### src/flash_front_pkg.sv
package flash_front_pkg;
  localparam int PAGE_BITS = 13;
  localparam int BYTE_BITS = 10;
  localparam int ADDR_BITS = 24;
  localparam int PAGE_MSB_POS = 22;
  localparam int BYTE_MSB_POS = 9;
  localparam logic MODE_RESET = 1'b1;
  localparam int DUMMY_BUF = 1;
  localparam int DUMMY_ARR = 4;
  localparam int CLK_MHZ = 100;
  localparam int WRITE_WAIT_MS = 20;
  localparam int WRITE_WAIT_CYC = WRITE_WAIT_MS * 1000 * CLK_MHZ;
  localparam int SELECT_WAIT_US = 70;
  localparam int SUPPLY_TO_SELECT_WAIT_CYC = SELECT_WAIT_US * CLK_MHZ;
  typedef enum logic [1:0] {
    ADDR_NONE, ADDR_PAGE, ADDR_BYTE, ADDR_BOTH
  } addr_kind_e;
  typedef struct packed {
    addr_kind_e kind;
    logic [2:0] dummies;
    logic is_write;
    logic reads_out;
  } cmd_info_s;
  function automatic cmd_info_s decode_cmd(input logic [7:0] op);
    cmd_info_s d;
    d = '{ADDR_NONE, 3'h0, 1'b0, 1'b0};
    unique case (op)
      8'h83, 8'h86, 8'h88, 8'h89: d = '{ADDR_PAGE, 3'h0, 1'b1, 1'b0};
      8'h84, 8'h87: d = '{ADDR_BYTE, 3'h0, 1'b0, 1'b0};
      8'hD1: d = '{ADDR_BYTE, 3'h0, 1'b0, 1'b1};
      8'hD4, 8'hD6: d = '{ADDR_BYTE, 3'(DUMMY_BUF), 1'b0, 1'b1};
      8'h85: d = '{ADDR_BOTH, 3'h0, 1'b1, 1'b0};
      8'hD2, 8'hE8: d = '{ADDR_BOTH, 3'(DUMMY_ARR), 1'b0, 1'b1};
      8'h9F, 8'hD7: d = '{ADDR_NONE, 3'h0, 1'b0, 1'b1};
      default: d = '{ADDR_NONE, 3'h0, 1'b0, 1'b0};
    endcase
    return d;
  endfunction
endpackage

### src/pin_sync.sv
`timescale 1ns/1ps
module pin_sync #(
  parameter int W = 3
) (
  input wire logic ref_clk,
  input wire logic resetn,
  input wire logic [W-1:0] d,
  output logic [W-1:0] q
);
  logic [W-1:0] meta_r;
  always_ff @(posedge ref_clk) begin
    if (!resetn) begin
      meta_r <= '1;
      q <= '1;
    end else begin
      meta_r <= d;
      q <= meta_r;
    end
  end
endmodule

### src/flash_cmd_front.sv
`timescale 1ns/1ps
module flash_cmd_front
  import flash_front_pkg::*;
#(
  parameter int WRITE_WAIT = WRITE_WAIT_CYC
) (
  input wire logic ref_clk,
  input wire logic resetn,
  input wire logic cs_n,
  input wire logic sck,
  input wire logic si,
  output logic so_o,
  output logic so_oe_n,
  output logic mode3,
  output logic cmd_valid,
  output logic [7:0] cmd_op,
  output logic [PAGE_BITS-1:0] page_addr,
  output logic [BYTE_BITS-1:0] byte_addr,
  output logic write_refused,
  output logic standby
);
  typedef enum logic [2:0] {
    ST_WAIT_CS, ST_OPCODE, ST_ADDR, ST_DUMMY, ST_DATA, ST_IGNORE
  } st_e;
  typedef struct packed {
    st_e st;
    logic cs_q;
    logic sck_q;
    logic mode3;
    logic [7:0] sh;
    logic [4:0] bits;
    logic [2:0] dums;
    logic [7:0] op;
    cmd_info_s info;
    logic [ADDR_BITS-1:0] addr;
    logic cmd_valid;
    logic [PAGE_BITS-1:0] page;
    logic [BYTE_BITS-1:0] byte_a;
    logic wr_ref;
    logic so_oe_n;
    logic [31:0] pwr_cnt;
    logic wr_ok;
    logic stby;
    logic so_d;
  } state_s;
  state_s s_r, s_nxt;
  logic cs_s, sck_s, si_s;
  logic cs_fall, sck_rise;
  logic [7:0] op_in;
  cmd_info_s op_dec;
  pin_sync #(.W(3)) u_sync (
    .ref_clk(ref_clk),
    .resetn(resetn),
    .d({cs_n, sck, si}),
    .q({cs_s, sck_s, si_s})
  );
  // cs_s leaves reset high, so ST_IGNORE ends at once and a select already low when reset ends still starts an instruction
  assign cs_fall = s_r.cs_q && !cs_s && (s_r.st != ST_IGNORE);
  assign op_in = {s_r.sh[6:0], si_s};
  assign op_dec = decode_cmd(op_in);
  assign sck_rise = !s_r.sck_q && sck_s;
  always_comb begin
    s_nxt = s_r;
    s_nxt.cs_q = cs_s;
    s_nxt.sck_q = sck_s;
    s_nxt.cmd_valid = 1'b0;
    s_nxt.wr_ref = 1'b0;
    s_nxt.so_d = 1'b0;
    if (!s_r.wr_ok) begin
      if (s_r.pwr_cnt >= 32'(WRITE_WAIT - 1)) begin
        s_nxt.wr_ok = 1'b1;
      end else begin
        s_nxt.pwr_cnt = s_r.pwr_cnt + 32'd1;
      end
    end
    if (cs_s) begin
      s_nxt.st = ST_WAIT_CS;
      s_nxt.so_oe_n = 1'b1;
    end else if (cs_fall) begin
      s_nxt.mode3 = sck_s;
      s_nxt.st = ST_OPCODE;
      s_nxt.bits = 5'd0;
    end else if (sck_rise) begin
      unique case (s_r.st)
        ST_OPCODE: begin
          s_nxt.sh = {s_r.sh[6:0], si_s};
          s_nxt.bits = s_r.bits + 5'd1;
          if (s_r.bits == 5'd7) begin
            s_nxt.op = op_in;
            s_nxt.info = op_dec;
            s_nxt.bits = 5'd0;
            s_nxt.dums = op_dec.dummies;
            s_nxt.st = (op_dec.kind == ADDR_NONE)
              ? ST_DATA : ST_ADDR;
          end
        end
        ST_ADDR: begin
          s_nxt.addr = {s_r.addr[ADDR_BITS-2:0], si_s};
          s_nxt.bits = s_r.bits + 5'd1;
          if (s_r.bits == 5'(ADDR_BITS - 1)) begin
            s_nxt.bits = 5'd0;
            s_nxt.st = (s_r.dums != 3'd0) ? ST_DUMMY : ST_DATA;
          end
        end
        ST_DUMMY: begin
          s_nxt.bits = s_r.bits + 5'd1;
          if (s_r.bits == 5'd7) begin
            s_nxt.bits = 5'd0;
            s_nxt.dums = s_r.dums - 3'd1;
            if (s_r.dums == 3'd1) begin
              s_nxt.st = ST_DATA;
            end
          end
        end
        default: ;
      endcase
    end
    if (s_r.st != ST_DATA && s_nxt.st == ST_DATA) begin
      s_nxt.cmd_valid = !(s_r.info.is_write && !s_r.wr_ok);
      s_nxt.wr_ref = s_r.info.is_write && !s_r.wr_ok;
      s_nxt.page = '0;
      s_nxt.byte_a = '0;
      if (s_r.info.kind == ADDR_PAGE || s_r.info.kind == ADDR_BOTH) begin
        s_nxt.page = s_nxt.addr[PAGE_MSB_POS -: PAGE_BITS];
      end
      if (s_r.info.kind == ADDR_BYTE || s_r.info.kind == ADDR_BOTH) begin
        s_nxt.byte_a = s_nxt.addr[BYTE_MSB_POS:0];
      end
      s_nxt.so_oe_n = !s_r.info.reads_out;
    end
    if (s_r.st == ST_OPCODE && s_nxt.st == ST_DATA) begin
      // Old command info must not leak a refusal into this header
      s_nxt.cmd_valid = 1'b1;
      s_nxt.wr_ref = 1'b0;
      s_nxt.page = '0;
      s_nxt.byte_a = '0;
      s_nxt.so_oe_n = !s_nxt.info.reads_out;
    end
    s_nxt.stby = (s_nxt.st == ST_WAIT_CS) || (s_nxt.st == ST_IGNORE);
  end
  always_ff @(posedge ref_clk) begin
    if (!resetn) begin
      s_r <= '0;
      s_r.st <= ST_IGNORE;
      s_r.cs_q <= 1'b1;
      s_r.sck_q <= 1'b1;
      s_r.mode3 <= MODE_RESET;
      s_r.so_oe_n <= 1'b1;
      s_r.stby <= 1'b1;
    end else begin
      s_r <= s_nxt;
    end
  end
  assign so_o = s_r.so_d;
  assign so_oe_n = s_r.so_oe_n;
  assign mode3 = s_r.mode3;
  assign cmd_valid = s_r.cmd_valid;
  assign cmd_op = s_r.op;
  assign page_addr = s_r.page;
  assign byte_addr = s_r.byte_a;
  assign write_refused = s_r.wr_ref;
  assign standby = s_r.stby;

  property p_reset_mode;
    @(posedge ref_clk) !resetn |=> mode3 && so_oe_n;
  endproperty
  a_reset_mode: assert property (p_reset_mode) else $error("mode");
  property p_so_idle;
    @(posedge ref_clk) disable iff (!resetn) cs_s |=> so_oe_n;
  endproperty
  a_so_idle: assert property (p_so_idle) else $error("so driven");
  property p_cs_fall_mode;
    @(posedge ref_clk) disable iff (!resetn) cs_fall |=> mode3 == $past(sck_s);
  endproperty
  a_cs_fall_mode: assert property (p_cs_fall_mode) else $error("m");
  property p_no_cmd_idle;
    @(posedge ref_clk) disable iff (!resetn)
      (s_r.st == ST_WAIT_CS) |=> !cmd_valid;
  endproperty
  a_no_cmd_idle: assert property (p_no_cmd_idle) else $error("c");
  property p_ignore;
    @(posedge ref_clk) disable iff (!resetn)
      $rose(resetn) |-> !cmd_valid [*2];
  endproperty
  a_ignore: assert property (p_ignore) else $error("ignore");
  property p_wr_refuse;
    @(posedge ref_clk) disable iff (!resetn)
      write_refused |-> !cmd_valid && !$past(s_r.wr_ok);
  endproperty
  a_wr_refuse: assert property (p_wr_refuse) else $error("w");
  property p_page_only;
    @(posedge ref_clk) disable iff (!resetn)
      cmd_valid && cmd_op == 8'h83 |-> byte_addr == '0;
  endproperty
  a_page_only: assert property (p_page_only) else $error("p");
  property p_buf_only;
    @(posedge ref_clk) disable iff (!resetn)
      cmd_valid && (cmd_op == 8'hD4 || cmd_op == 8'hD6) |-> page_addr == '0;
  endproperty
  a_buf_only: assert property (p_buf_only) else $error("b");
  property p_standby;
    @(posedge ref_clk) disable iff (!resetn) cs_s |=> standby;
  endproperty
  a_standby: assert property (p_standby) else $error("s");
  c_cmd: cover property (@(posedge ref_clk) cmd_valid);
  c_mode0: cover property (@(posedge ref_clk) !mode3);
  c_refuse: cover property (@(posedge ref_clk) write_refused);
endmodule

### config.mk
export PLATFORM = sky130hd
export DESIGN_NAME = flash_cmd_front
export DESIGN_NICKNAME = d
export VERILOG_FILES = /design/src/flash_front_pkg.sv /design/src/pin_sync.sv /design/src/flash_cmd_front.sv
export SDC_FILE = /design/constraint.sdc
export NUM_CORES = 1
export LEC_CHECK = 0
export ABC_AREA = 1
export BUFFER_PORTS_ARGS = -buffer_cell sky130_fd_sc_hd__buf_2
export CORE_ASPECT_RATIO = 2
export CORE_MARGIN = 2
export CORE_UTILIZATION = 55
export DETAILED_ROUTE_END_ITERATION = 12
export PLACE_DENSITY = 0.72
export SLEW_MARGIN = 10
export SYNTH_ARGS = -nofsm -noshare
export SYNTH_HDL_FRONTEND = slang
export SYNTH_HIERARCHICAL = 1
export SYNTH_SLANG_ARGS = --single-unit
### constraint.sdc
create_clock -name ref_clk -period 3.9 [get_ports ref_clk]
set_clock_uncertainty 0.1 [all_clocks]
set_input_delay 0.39 -clock ref_clk [delete_from_list [all_inputs] [get_ports ref_clk]]
set_output_delay 0.39 -clock ref_clk [all_outputs]
set_load 0.02 [all_outputs]
==> reports/qor.csv <==
stage,metric,value,unit
die,Die H,151,um
global_route,first-pass GRT wire length,21.5,mm
logic_synthesis,Synth Instances,862,
sta,TNS Setup,0,ns
power_and_ir_drop,Worst VDD drop,0.000321,V
power_and_ir_drop,pwr/cell area,452,nW/um2
route,WL final,12.7,mm
die,Ports,42,
sta,Worst Max-Slew Pin Slew,0.696,ns
clocking,CTS Buf Count,17,
place,Placed Area,5990,um2
setup_path,Max stage delay on crit path,0.35,ns
die,row count,53,
clocking,H-tree level count,4,
logic_synthesis,ys async rst share,0,
logic_synthesis,top-area cell type share of the netlist area,0.409,
setup_path,worst-path cell chain,"ha_1, nand2_1, nor2_1, nand2_1, o21ai_1, o21ai_0, a21oi_1, nand2_1, nand2_1, nand2_2, a21oi_4, buf_4, nand3_4, nand2_1, nand2_1, nor2_1",
cells_and_area,Layout Cells excl Fill,1011,
logic_synthesis,Syn Std Cell Area,5980,um2
cells_and_area,ant diodes,0,
route,DRT Pass-1 Iters,5,
logic_synthesis,Adder-Cell Fraction of Synth Area,0.0105,
clocking,Root Driver,clkbuf_16,
logic_synthesis,Most used DFF post-synth,dfxtp_1,
die,Die Width,77.7,um
clocking,CTS max path bufs,2,
logic_synthesis,total number of yosys warnings,6,
clocking,postcts setup bufs,0,
route,Vias,5170,
logic_synthesis,mux contribution to synthesized area,0,
sta,final setup vio count,0,
setup_path,CP arrival,3.12,ns
global_route,grt ovf,0,
setup_path,WP data required,4.14,ns
logic_synthesis,Area contributors post-synth,"dfxtp_1 41%, nand2_1 13%, nor2_1 7.0%",
clocking,clock latency on the worst-skew pair,0.41,ns
setup_path,CP max-delay cell,dfxtp_1,
power_and_ir_drop,Final Total Pwr,2.98,mW
setup_path,Setup crit start kind,register,
logic_synthesis,post-synthesis simple-gate area fraction,0.300,
route,DR iter-0 viols,238,
place,Port-buffer cells,40,
global_route,vias in the first global route,5062,
logic_synthesis,xor/xnor share of the synthesized area,0.0308,
logic_synthesis,Compound-Gate Fraction of Synth Area,0.106,
hold_path,HP Class,in2reg,
global_route,Total Routing Usage GR,0.231,
status,status,finished clean,
cells_and_area,share of cells above drive strength 1,0.127,
logic_synthesis,"EDFF count, synth",0,
sta,Fmax,0.346,GHz
setup_path,Setup Crit Path Kind,reg2reg,
cells_and_area,Layout area overhead,10.4,%
sta,Slew headroom,0.535,
sta,final hold vios,0,
route,DRT antenna net count,0,
logic_synthesis,syn nets,872,
logic_synthesis,"Seq/Total Area, Yosys",0.409,
logic_synthesis,Seq cells post-synth,122,
job,max capacitance violation total,0,
setup_path,critical path capture point type,register,
clocking,cts-stage hold buffer count,0,
place,GP Congestion,0.976,
sta,crit path time final,2.89,ns
place,placed insts,981,
cells_and_area,"commonest non-fill, non-tap cells in the layout","204 x nand2_1, 122 x dfxtp_1, 112 x nor2_1, 111 x inv_1, 52 x a21oi_1",
die,Initial Utilization,0.567,
sta,"Slew Viols, Final",0,
sta,period utilization,0.740,
cells_and_area,Nets,873,
route,DRC,0,
cells_and_area,Finished Cell Area,6600,um2
clocking,clk slew on worst S/H paths,0.05,ns
clocking,CTS tree,yes,
power_and_ir_drop,leakage power,2.97,nW
sta,RSZ-0062 raised after global routing,false,
global_route,antenna violations before repair,0,
die,core footprint,10500,um2
clocking,post-cts sizing count,0,
global_route,largest net degree at the start of global routing,47,
die,die area,11800,um2
setup_path,most frequent CP cell,nand2_1,
setup_path,CP Buf/Inv Count,1,
logic_synthesis,Mapped Avg Cell Area,6.93,um2
setup_path,maximum fanout along the worst path,25,
logic_synthesis,Synth cell types,43,
route,Vias/cell,5.11,
route,drt wl/cell,12.6,um
place,hpwl dp,9.36,mm
logic_synthesis,Synth area leader,dfxtp_1,
sta,final hold slack,0.0469,ns
logic_synthesis,largest family of logic cells by synthesized area,simple AND/OR/NAND/NOR gates,
cells_and_area,"commonest non-fill, non-tap cell in the layout",nand2_1,
clocking,Sink Count,122,
setup_path,cell family with most CP delay,simple AND/OR/NAND/NOR gates,
-- cell families after synthesis --
family          count (synthesis)
other cells                     1
compound gates                114
buf+inv                       185
simple gates                  414
fa+ha+maj                       5
xor+xnor                       21
flops                         122
-- synth_stat cells (2+ instances only) --
| cell | number |
|---|---|
| ha_1 | 5 |
| o21ai_1 | 3 |
| inv_2 | 7 |
| xnor2_1 | 6 |
| a21oi_1 | 52 |
| nor3_1 | 12 |
| buf_2 | 7 |
| inv_1 | 111 |
| nor4_1 | 5 |
| or2_2 | 10 |
| nand4_1 | 32 |
| nor2_1 | 112 |
| a31oi_1 | 2 |
| dfxtp_1 | 122 |
| buf_4 | 34 |
| buf_6 | 4 |
| nand2_2 | 6 |
| a211oi_1 | 8 |
| clkbuf_1 | 21 |
| o21a_1 | 2 |
| o211ai_1 | 2 |
| xor2_1 | 15 |
| o21ai_0 | 38 |
| nand3_1 | 18 |
| or2_1 | 4 |
| nand2_1 | 204 |
| nor2_2 | 4 |
-- final cells by class --
cell class | instances | area [um2]
Fill cell | 960 | 3950
Multi-Input combinational cell | 555 | 2670
Sequential cell | 122 | 2440
Clock buffer | 22 | 484
Inverter | 119 | 447
Timing Repair Buffer | 48 | 260
Tap cell | 137 | 171
Clock inverter | 8 | 118
-- final timing paths --
| path | to | depth (start not counted) | slack (ns) | from |
|---|---|---|---|---|
| worst max register to register | page_addr[1] | 16 | 1.01 | s_r[103] |
| worst min register to register | u_sync/q[1] | 2 | 0.30 | u_sync/meta_r[1] |
| worst max-delay path | page_addr[1] | 16 | 1.01 | s_r[103] |
| worst min-delay path | u_sync/meta_r[1] | 3 | 0.05 | sck |
-- through the flow --
stage | worst slack (ns) | util
final | 1.01 | 0.626
after global routing | 0.654 | 0.626
after CTS | 1.05 | 0.626
after detailed placement | 1.07 | 0.569
after global placement | 1.19 | 0.569
after floorplan | 1.67 | -
-- routing by layer --
| layer | global-route usage | vias up | share of wire |
|---|---|---|---|
| met3 | 0.0584 | 39 | 0.028 |
| met1 | 0.203 | 2340 | 0.36 |
| li1 | - | 2674 | - |
| met5 | 0 | - | 0 |
| met2 | 0.450 | 117 | 0.56 |
| met4 | 0.146 | 0 | 0.052 |
-- worst reg2reg max path, cell delays in order, from the launching register on --
cell     delay, ns
dfxtp_1       0.35
ha_1          0.20
nand2_1       0.09
nor2_1        0.10
nand2_1       0.13
o21ai_1       0.20
o21ai_0       0.11
a21oi_1       0.16
nand2_1       0.08
nand2_1       0.07
nand2_2       0.07
a21oi_4       0.33
buf_4         0.29
nand3_4       0.27
nand2_1       0.14
nand2_1       0.05
nor2_1        0.08
-- power by group --
group          switching (mW)  internal [mW]  leakage, nW  total (mW)
sequential             0.0110           1.26        0.987        1.28
clock                   0.529           1.06        0.298        1.59
combinational          0.0828         0.0335         1.68       0.116
-- flip-flops by register name (all words and copies together), names as in the netlist, 3 cells and up --
register and cells:
s_r 73, page_addr 13, byte_addr 10, cmd_op 8, op_in 7, u_sync/meta_r 3
u_sync/q 3
Power figures use the tool's default switching activity.
